[config.mk]
export PLATFORM = sky130hd
export DESIGN_NAME = dma_engine
export DESIGN_NICKNAME = d
export VERILOG_FILES = /design/src/hdl/dma_engine_pkg.sv /design/src/hdl/dma_engine.sv /design/src/hdl/dma_arbiter.sv
export VERILOG_INCLUDE_DIRS = /design/src /design/src/hdl
export SDC_FILE = /design/constraint.sdc
export NUM_CORES = 2
export LEC_CHECK = 0
export BUFFER_PORTS_ARGS = -buffer_cell sky130_fd_sc_hd__buf_2
export CAP_MARGIN = 40
export CORE_ASPECT_RATIO = 0.7
export CORE_MARGIN = 2
export CORE_UTILIZATION = 40
export CTS_CLUSTER_DIAMETER = 50
export CTS_CLUSTER_SIZE = 30
export DETAILED_ROUTE_END_ITERATION = 10
export PLACE_DENSITY = 0.66
export RECOVER_POWER = 50
export SLEW_MARGIN = 20
export SYNTH_ARGS = -nofsm -noshare
export SYNTH_HDL_FRONTEND = slang
export SYNTH_SLANG_ARGS = --single-unit
[constraint.sdc]
create_clock -name CLK -period 7.88 [get_ports CLK]
set_input_delay 1.182 -clock CLK [delete_from_list [all_inputs] [get_ports CLK]]
set_output_delay 1.182 -clock CLK [all_outputs]
set_load 0.03 [all_outputs]
[src/hdl/dma_engine_defines.svh]
// register offsets, field positions, reset values and counts for the dma engine
// assumes byte addressing on a 32-bit ahb-lite bus
`ifndef DMA_ENGINE_DEFINES_SVH
`define DMA_ENGINE_DEFINES_SVH
`define DMA_NUM_CH        5
`define DMA_BURST_LEN     8
`define DMA_OFS_GLOBAL    12'h000
`define DMA_OFS_STATUS    12'h004
`define DMA_OFS_CLEAR     12'h008
`define DMA_OFS_ENABLE    12'h00C
`define DMA_OFS_CH_BASE   12'h010
`define DMA_OFS_CH_STRIDE 12'h010
`define DMA_CH_SRC        2'h0
`define DMA_CH_DST        2'h1
`define DMA_CH_CNT        2'h2
`define DMA_CH_CTL        2'h3
`define DMA_CTL_START     0
`define DMA_CTL_DIR_LSB   1
`define DMA_CTL_TRG_LSB   4
`define DMA_CTL_BUSY      8
`define DMA_STAT_DONE_LSB 5
`define DMA_RESET_WORD    32'h0000_0000
`endif

[src/hdl/dma_engine_pkg.sv]
// types shared by the dma engine files
// assumes the defines header is compiled alongside
package dma_engine_pkg;
    typedef enum logic [1:0] {
        DIR_MEM2MEM = 2'h0,
        DIR_MEM2PER = 2'h1,
        DIR_PER2MEM = 2'h2
    } dir_t;
    typedef enum logic [3:0] {
        TRG_MEMORY   = 4'h0,
        TRG_BB_TX    = 4'h1,
        TRG_BB_RX    = 4'h2,
        TRG_MODEM    = 4'h3,
        TRG_SER_RX   = 4'h4,
        TRG_SER_TX   = 4'h5,
        TRG_AUD_IN   = 4'h6,
        TRG_AUD_SER  = 4'h7,
        TRG_AUD_OUT  = 4'h8
    } trig_t;
    typedef struct packed {
        logic [31:0] src;
        logic [31:0] dst;
        logic [15:0] cnt;
        logic [15:0] left;
        logic        en;
        logic        half_done;
        dir_t        dir;
        trig_t       trg;
    } chan_t;
    typedef struct packed {
        logic        req;
        logic        wr;
        logic [1:0]  size;
        logic [31:0] addr;
        logic [31:0] wdata;
    } ram_req_t;
endpackage : dma_engine_pkg

[src/hdl/dma_engine.sv]
// five-channel dma engine with ahb-lite register slave and one ram port
// assumes the ram arbiter answers each request with a one-cycle ack,
// read data valid with that ack; peripheral triggers are async pins
//
// The AHB-Lite slave port and the register addresses were decided locally.
`timescale 1ns/10ps
`default_nettype none
`include "dma_engine_defines.svh"
// Overview of operation
// [RULE1] three directions: mem-mem, mem-per, per-mem
// [RULE2] five channels, bursts of eight beats
// [RULE3] only one channel moves data
// [RULE4] per-channel selectable trigger source
// [RULE5] half-point and complete flag per channel
// [RULE6] beat width follows trigger type
// [RULE7] ram access through shared arbiter handshake
// [RULE8] any ram address usable either side
// [RULE9] lowest pending channel wins, holds burst
// [RULE10] sticky flags, write-one clear, level irq
module dma_engine import dma_engine_pkg::*; #(
    parameter int NCH   = `DMA_NUM_CH,
    parameter int BURST = `DMA_BURST_LEN
) (
    input  wire logic        CLK,
    input  wire logic        RESET_N,
    input  wire logic        HSEL,
    input  wire logic [31:0] HADDR,
    input  wire logic [1:0]  HTRANS,
    input  wire logic        HWRITE,
    input  wire logic [2:0]  HSIZE,
    input  wire logic [31:0] HWDATA,
    input  wire logic        HREADY,
    output logic      [31:0] HRDATA,
    output logic             HREADYOUT,
    output logic             HRESP,
    input  wire logic [8:1]  TRIG_PINS,
    output logic             RAM_REQ,
    output logic             RAM_WR,
    output logic      [1:0]  RAM_SIZE,
    output logic      [31:0] RAM_ADDR,
    output logic      [31:0] RAM_WDATA,
    input  wire logic        RAM_ACK,
    input  wire logic [31:0] RAM_RDATA,
    output logic             IRQ
);
    typedef enum logic [3:0] {
        ST_IDLE  = 4'b0001,
        ST_READ  = 4'b0010,
        ST_WRITE = 4'b0100,
        ST_NEXT  = 4'b1000
    } st_t;

    typedef struct packed {
        chan_t [NCH-1:0]  ch;
        logic [2*NCH-1:0] stat;
        logic [2*NCH-1:0] ien;
        logic [NCH-1:0]   act;
        logic [3:0]       beat;
        logic [31:0]      buf_w;
        st_t              st;
        logic [8:1]       t1;
        logic [8:1]       t2;
        logic             ap_v;
        logic             ap_w;
        logic [11:0]      ap_a;
        logic [31:0]      rdata;
        ram_req_t         ram;
        logic             irq;
    } state_t;

    state_t s_r, s_nxt;
    logic [NCH-1:0] pend;
    logic [NCH-1:0] grant;
    int             cur;

    // beat size in bytes, log2, per trigger source
    function automatic logic [1:0] beat_size(input trig_t t);
        unique case (t)
            TRG_SER_RX, TRG_SER_TX:             beat_size = 2'h0; // RULE6
            TRG_AUD_IN, TRG_AUD_SER, TRG_AUD_OUT: beat_size = 2'h1; // RULE6
            default:                            beat_size = 2'h2; // RULE6
        endcase
    endfunction : beat_size

    function automatic logic [31:0] step(input logic [31:0] a, input logic [1:0] sz);
        step = a + (32'h0000_0001 << sz);
    endfunction : step

    function automatic int chan_of(input logic [NCH-1:0] v);
        chan_of = 0;
        for (int i = 0; i < NCH; i++) begin
            if (v[i]) begin
                chan_of = i;
            end
        end
    endfunction : chan_of

    always_comb begin
        for (int i = 0; i < NCH; i++) begin
            // memory trigger is always ready; peripherals need their pin
            pend[i] = s_r.ch[i].en &&
                      (s_r.ch[i].trg == TRG_MEMORY || s_r.t2[s_r.ch[i].trg]); // RULE4
        end
    end

    dma_arbiter #(.N(NCH)) u_arb (
        .pend  (pend),
        .grant (grant)
    );

    assign cur = chan_of(s_r.act);

    always_comb begin
        logic [11:0] a;
        logic [1:0]  sz;
        int          ci;
        a  = 12'h000;
        sz = 2'h0;
        ci = 0;
        s_nxt = s_r;
        s_nxt.t1 = TRIG_PINS;
        s_nxt.t2 = s_r.t1;
        // ahb data phase of a write
        if (s_r.ap_v && s_r.ap_w) begin
            a = s_r.ap_a;
            if (a == `DMA_OFS_CLEAR) begin
                s_nxt.stat = s_r.stat & ~HWDATA[2*NCH-1:0]; // RULE10
            end else if (a == `DMA_OFS_ENABLE) begin
                s_nxt.ien = HWDATA[2*NCH-1:0];
            end else if (a >= `DMA_OFS_CH_BASE && a < 12'(`DMA_OFS_CH_BASE + NCH * `DMA_OFS_CH_STRIDE)) begin
                ci = int'((a - `DMA_OFS_CH_BASE) >> 4);
                unique case (a[3:2])
                    `DMA_CH_SRC: s_nxt.ch[ci].src = HWDATA; // RULE8
                    `DMA_CH_DST: s_nxt.ch[ci].dst = HWDATA; // RULE8
                    `DMA_CH_CNT: s_nxt.ch[ci].cnt = HWDATA[15:0];
                    `DMA_CH_CTL: begin
                        s_nxt.ch[ci].dir = dir_t'(HWDATA[`DMA_CTL_DIR_LSB +: 2]); // RULE1
                        s_nxt.ch[ci].trg = trig_t'(HWDATA[`DMA_CTL_TRG_LSB +: 4]); // RULE4
                        if (HWDATA[`DMA_CTL_START] && s_r.ch[ci].cnt != 16'h0000) begin
                            s_nxt.ch[ci].en = 1'b1;
                            s_nxt.ch[ci].left = s_r.ch[ci].cnt;
                            s_nxt.ch[ci].half_done = 1'b0;
                        end
                    end
                endcase
            end
        end
        // ahb address phase capture
        s_nxt.ap_v = HSEL && HREADY && HTRANS[1];
        s_nxt.ap_w = HWRITE;
        s_nxt.ap_a = HADDR[11:0];
        a = HADDR[11:0];
        s_nxt.rdata = `DMA_RESET_WORD;
        if (HSEL && HREADY && HTRANS[1] && !HWRITE) begin
            if (a == `DMA_OFS_GLOBAL) begin
                s_nxt.rdata = 32'(s_r.act);
            end else if (a == `DMA_OFS_STATUS) begin
                s_nxt.rdata = 32'(s_r.stat);
            end else if (a == `DMA_OFS_ENABLE) begin
                s_nxt.rdata = 32'(s_r.ien);
            end else if (a >= `DMA_OFS_CH_BASE && a < 12'(`DMA_OFS_CH_BASE + NCH * `DMA_OFS_CH_STRIDE)) begin
                ci = int'((a - `DMA_OFS_CH_BASE) >> 4);
                unique case (a[3:2])
                    `DMA_CH_SRC: s_nxt.rdata = s_r.ch[ci].src;
                    `DMA_CH_DST: s_nxt.rdata = s_r.ch[ci].dst;
                    `DMA_CH_CNT: s_nxt.rdata = {s_r.ch[ci].left, s_r.ch[ci].cnt};
                    `DMA_CH_CTL: s_nxt.rdata = {23'h00_0000, s_r.ch[ci].en, s_r.ch[ci].trg,
                                                1'b0, s_r.ch[ci].dir, 1'b0};
                endcase
            end
        end
        // transfer engine
        sz = beat_size(s_r.ch[cur].trg);
        unique case (s_r.st)
            ST_IDLE: begin
                if (|pend) begin
                    s_nxt.act  = grant; // RULE3 RULE9
                    s_nxt.beat = 4'h0;
                    s_nxt.st   = ST_READ;
                end
            end
            ST_READ: begin
                s_nxt.ram.req  = 1'b1; // RULE7
                s_nxt.ram.wr   = 1'b0;
                s_nxt.ram.size = sz;
                s_nxt.ram.addr = s_r.ch[cur].src;
                if (s_r.ram.req && RAM_ACK) begin
                    s_nxt.ram.req = 1'b0;
                    s_nxt.buf_w   = RAM_RDATA;
                    s_nxt.st      = ST_WRITE;
                end
            end
            ST_WRITE: begin
                s_nxt.ram.req   = 1'b1; // RULE7
                s_nxt.ram.wr    = 1'b1;
                s_nxt.ram.size  = sz;
                s_nxt.ram.addr  = s_r.ch[cur].dst;
                s_nxt.ram.wdata = s_r.buf_w;
                if (s_r.ram.req && RAM_ACK) begin
                    s_nxt.ram.req = 1'b0;
                    s_nxt.st      = ST_NEXT;
                end
            end
            ST_NEXT: begin
                // peripheral side keeps a fixed fifo address
                if (s_r.ch[cur].dir != DIR_PER2MEM) begin
                    s_nxt.ch[cur].src = step(s_r.ch[cur].src, sz); // RULE1
                end
                if (s_r.ch[cur].dir != DIR_MEM2PER) begin
                    s_nxt.ch[cur].dst = step(s_r.ch[cur].dst, sz); // RULE1
                end
                s_nxt.ch[cur].left = s_r.ch[cur].left - 16'h0001;
                s_nxt.beat = s_r.beat + 4'h1;
                if (!s_r.ch[cur].half_done && (s_r.ch[cur].left - 16'h0001) <= (s_r.ch[cur].cnt >> 1)) begin
                    s_nxt.ch[cur].half_done = 1'b1;
                    s_nxt.stat[cur] = 1'b1; // RULE5
                end
                if (s_r.ch[cur].left == 16'h0001) begin
                    s_nxt.ch[cur].en = 1'b0;
                    s_nxt.stat[NCH + cur] = 1'b1; // RULE5
                    s_nxt.act = '0;
                    s_nxt.st  = ST_IDLE;
                end else if (s_r.beat == 4'(BURST - 1)) begin
                    // burst boundary: re-arbitrate so a lower pending channel can take over
                    s_nxt.act = '0; // RULE2 RULE9
                    s_nxt.st  = ST_IDLE;
                end else begin
                    s_nxt.st = ST_READ;
                end
            end
        endcase
        // next enable too, so masking and unmasking reach the pin with the flags
        s_nxt.irq = |(s_nxt.stat & s_nxt.ien); // RULE10
    end

    always_ff @(posedge CLK or negedge RESET_N) begin
        if (!RESET_N) begin
            s_r    <= '0;
            s_r.st <= ST_IDLE;
        end else begin
            s_r <= s_nxt;
        end
    end

    assign HRDATA    = s_r.rdata;
    assign HREADYOUT = 1'b1;
    assign HRESP     = 1'b0;
    assign RAM_REQ   = s_r.ram.req;
    assign RAM_WR    = s_r.ram.wr;
    assign RAM_SIZE  = s_r.ram.size;
    assign RAM_ADDR  = s_r.ram.addr;
    assign RAM_WDATA = s_r.ram.wdata;
    assign IRQ       = s_r.irq;

    property p_onehot_act;
        @(posedge CLK) disable iff (!RESET_N) $onehot0(s_r.act);
    endproperty
    a_onehot_act: assert property (p_onehot_act) else $error("two channels active"); // RULE3

    property p_req_held;
        @(posedge CLK) disable iff (!RESET_N) RAM_REQ && !RAM_ACK |=> RAM_REQ && $stable(RAM_ADDR);
    endproperty
    a_req_held: assert property (p_req_held) else $error("ram request dropped"); // RULE7

    property p_irq_level;
        @(posedge CLK) disable iff (!RESET_N) IRQ == |(s_r.stat & s_r.ien);
    endproperty
    a_irq_level: assert property (p_irq_level) else $error("irq not level of flags"); // RULE10

    property p_burst_len;
        @(posedge CLK) disable iff (!RESET_N) s_r.st != ST_IDLE |-> s_r.beat < 4'(BURST);
    endproperty
    a_burst_len: assert property (p_burst_len) else $error("burst too long"); // RULE2

    property p_sticky;
        @(posedge CLK) disable iff (!RESET_N)
            s_r.stat[0] && !(s_r.ap_v && s_r.ap_w && s_r.ap_a == `DMA_OFS_CLEAR) |=> s_r.stat[0];
    endproperty
    a_sticky: assert property (p_sticky) else $error("flag lost without clear"); // RULE10

    property p_grant_low;
        @(posedge CLK) disable iff (!RESET_N)
            s_r.st == ST_IDLE && pend[0] |=> s_r.act[0];
    endproperty
    a_grant_low: assert property (p_grant_low) else $error("channel zero not first"); // RULE9

    property p_width;
        @(posedge CLK) disable iff (!RESET_N)
            RAM_REQ && s_r.ch[cur].trg == TRG_SER_RX |-> RAM_SIZE == 2'h0;
    endproperty
    a_width: assert property (p_width) else $error("serial beat not byte"); // RULE6

    property p_done_flag;
        @(posedge CLK) disable iff (!RESET_N)
            s_r.st == ST_NEXT && s_r.ch[cur].left == 16'h0001 |=> s_r.stat[NCH + $past(cur)];
    endproperty
    a_done_flag: assert property (p_done_flag) else $error("done flag missing"); // RULE5

    property p_grant_hold;
        @(posedge CLK) disable iff (!RESET_N)
            s_r.st == ST_NEXT && s_r.beat != 4'(BURST - 1) && s_r.ch[cur].left != 16'h0001 |=> $stable(s_r.act);
    endproperty
    a_grant_hold: assert property (p_grant_hold) else $error("grant moved inside a burst"); // RULE9

    property p_width_audio;
        @(posedge CLK) disable iff (!RESET_N)
            RAM_REQ && (s_r.ch[cur].trg == TRG_AUD_IN || s_r.ch[cur].trg == TRG_AUD_SER ||
                        s_r.ch[cur].trg == TRG_AUD_OUT) |-> RAM_SIZE == 2'h1;
    endproperty
    a_width_audio: assert property (p_width_audio) else $error("audio beat not halfword"); // RULE6
endmodule : dma_engine
`default_nettype wire

[src/hdl/dma_arbiter.sv]
// fixed-priority channel picker, lowest index wins
// assumes pending vector is registered in the caller
`timescale 1ns/10ps
`default_nettype none
module dma_arbiter #(
    parameter int N = 5
) (
    input  wire logic [N-1:0] pend,
    output var  logic [N-1:0] grant
);
    always_comb begin
        grant = '0;
        for (int i = N - 1; i >= 0; i--) begin
            if (pend[i]) begin
                grant = '0;
                grant[i] = 1'b1; // RULE9
            end
        end
    end
endmodule : dma_arbiter
`default_nettype wire

==> summary.txt <==
CP Launch Type - register
H-Tree Depth - 3
switching share of power - 36.06%
register bit total from synthesis - 716
status - finished, violations left
post-CTS sizing - 0
max frequency - 0.1624 GHz
ys async rst share - 100.0%
design area - 0.04812 mm²
Nets - 4,727
Iter 0 DRT Violations - 5,775
Worst Path Max Fanout - 54
crit end category - register
Gate power share - 24.5%
Mapped Area - 0.04382 mm²
largest net degree at the start of global routing - 166
Setup CP Type - register to register
Initial Utilization - 40.36%
failing checks - max-capacitance violations, max-slew violations
Die Wd - 399.6 µm
gr usage total - 29.69%
post-synth cell types - 95
worst reg2reg path depth - 16
worst setup path startpoint - s_r[174]$_DFFE_PN0P_
Worst-path clk slew - 0.08 ns
setup ws final - 1.722 ns
vias in the first global route - 36,140
NetSw - 3.828 mW
pre-CTS WS - 2.141 ns
Crit-path slowest cell - buf_4
Avg Inst Size Synth - 9.378 µm²
clock group share of total power - 35.4%
Die Area - 0.1122 mm²
Rel. slew slack - -184.5%
Fin. Hold Viols - 0
GRT overflow - 0
Total Routed Length - 171,000 µm
met2 Use GR - 42.33%
Hold Slack - 0.3519 ns
CTS Hold Bufs - 0
WP data arrival - 6.69 ns
actual slew at the worst max-slew pin - 4.267 ns
Area Growth Syn to Fin - 9.823%
gpl congestion - 0.9739
Post-DP HPWL - 113,300 µm
Period minus WS final - 6.158 ns
critical-path cell list - buf_4, o21ai_2, buf_4, nand2_1, a31oi_1, o31ai_1, a22o_1, nor2_1, ha_1, a21o_1, a21oi_1, nor2_1, nand2_1, nor3_1, xor2_1, a21oi_1
Detail Route Antenna Nets - 0
CP Data Required Time - 8.41 ns
router iterations before antenna repair - 9
Post-synth EDFFs - 0
Hold/Removal Path Class - register to register
CTS buffer count - 69
layout cells sized above 1 - 19.05%
CTS Root Cell - clkbuf_16
static leakage - 20.43 nW
Post-CTS Setup Bufs - 0
Slew Viols, Final - 547
MaxCap Viol Count - 9
initial antenna violation count - 4
gate count after technology mapping - 4,672
hold-critical path depth - 0
met3 Usage GRT - 10.68%
CTS sink count - 716
final setup skew - 0.03178 ns
post-synthesis sequential area ratio - 40.89%
vias per cell - 6.462
dpl cell area - 0.04565 mm²
Crit path largest cell delay - 0.70 ns
# setup viols final - 0
CTS max path bufs - 3
internal power - 6.789 mW
vias - 39,290
Std-Cell Core Area - 0.1086 mm²
period utilization - 78.15%
first-pass GRT wire length - 248,900 µm
Row Count - 101
IO Pins - 218
maximum vdd drop - 0.1718 mV
Die H - 280.9 µm
Global Route met1 Usage - 40.86%
Hold Path Origin - s_nxt[118]$_DFF_PN0_
CTS tree - built
FF-to-FF Start - s_r[174]$_DFFE_PN0P_
Synth Flop Type - dfrtp_1
worst-skew pair later-pin latency - 0.71 ns
pwr dens - 220.6 mW/mm²
# DRC - 0
per-cell routed wire length - 28.14 µm
Sequential Power Share - 40.0%
global route hottest layer - met2
Ys Warns - 0
RSZ-0062 raised after global routing - no
PortBufs - 191
final setup TNS - 0 ns
area by class of cell:
| class | count | area, µm² |
|---|---|---|
| Clock inverter | 53 | 696.9 |
| Fill cell | 10290 | 60430 |
| Clock buffer | 73 | 1783 |
| Sequential cell | 716 | 17930 |
| Timing Repair Buffer | 335 | 2210 |
| Antenna cell | 2 | 5.005 |
| Inverter | 58 | 217.7 |
| Tap cell | 1442 | 1804 |
| Multi-Input combinational cell | 3400 | 23470 |
synth_stat cells (19+ instances only):
master,instances,share of area [%]
a211oi_1,239,4.1
a21oi_1,428,4.9
a221o_1,21,0.48
a221oi_1,43,0.86
a22oi_1,62,1.1
a311oi_1,23,0.46
a31oi_1,41,0.59
and2_1,38,0.54
and3_1,26,0.37
buf_1,37,0.32
buf_2,87,0.99
buf_4,111,1.9
clkbuf_1,253,2.2
dfrtp_1,715,41
ha_1,30,0.86
inv_1,58,0.50
mux2_2,290,7.5
mux2i_1,248,5.7
mux4_2,48,2.5
nand2_1,648,5.6
nand2b_1,27,0.39
nand3_1,57,0.65
nor2_1,231,2.0
nor2b_1,186,2.7
nor3_1,40,0.46
o211ai_1,25,0.43
o21ai_0,163,1.9
o21ai_1,53,0.61
o221a_2,19,0.49
o221ai_1,42,0.84
o22ai_1,61,0.87
xnor2_1,31,0.62
xor2_1,44,0.88
placed cells by master, fill, tap and decap left out, types with 61 or more instances in the layout:
cell type	synthesis	final
nor2b_1	186	185
a21oi_1	428	428
dfrtp_1	715	711
mux2_2	290	290
nor2_1	231	215
buf_2	87	178
a22oi_1	62	62
a211oi_1	239	239
clkbuf_16	0	70
o21ai_0	163	162
buf_4	111	108
mux2i_1	248	248
o22ai_1	61	61
nand2_1	648	644
metal layers:
layer	up-vias	share of wire [%]	wire, µm
met3	463	14	24090
met2	2805	42	71840
met1	19300	40	67750
met5	-	0.020	34
met4	6	4.3	7327
li1	16710	-	-
path summary, 6_finish.rpt:
kind	slack, ns	end
worst min register to register	0.35	s_r[118]$_DFF_PN0_
worst max-delay path	1.72	s_r[254]$_DFF_PN0_
max in group asynchronous	2.04	s_r[172]$_DFFE_PN0P_
worst max register to register	1.72	s_r[254]$_DFF_PN0_
min in group asynchronous	0.53	s_r[414]$_DFF_PN0_
worst min-delay path	0.35	s_r[118]$_DFF_PN0_
worst max-delay path: cells and delay by family, from the launching register on:
| kind | cells | cell delay [ns] |
|---|---|---|
| flops | 1 | 0.68 |
| fa+ha+maj | 1 | 0.36 |
| compound gates | 7 | 1.62 |
| buf+inv | 2 | 1.07 |
| xor+xnor | 1 | 0.42 |
| simple gates | 5 | 1.66 |
metrics by stage:
| step | util [%] | power [mW] | instances |
|---|---|---|---|
| after CTS | 44.34 | 10.62 | 6069 |
| final | 44.33 | 10.62 | 6079 |
| after global placement | 41.77 | 6.824 | 5919 |
| after floorplan | - | 6.132 | 4674 |
| after global routing | 44.32 | 11.00 | 6077 |
| after detailed placement | 42.06 | 6.898 | 5943 |
power groups by stage:
| stage | sequential, mW | clock [mW] | combinational, mW |
|---|---|---|---|
| floorplan | 4.25 | 0 | 1.88 |
| CTS | 4.24 | 3.78 | 2.60 |
| finish | 4.25 | 3.76 | 2.61 |
| global route | 4.29 | 3.93 | 2.78 |
| detailed placement | 4.31 | 0 | 2.59 |
| global placement | 4.30 | 0 | 2.53 |
cells by family after synthesis:
group | after synthesis | share of synthesized area (%)
mux | 590 | 15.69
simple gates | 1363 | 14.85
flops | 716 | 40.89
xor+xnor | 78 | 1.636
compound gates | 1333 | 19.79
buf+inv | 558 | 6.179
other cells | 2 | 0.01714
fa+ha+maj | 32 | 0.9481
Note: power is estimated with default switching activity, not from simulation.
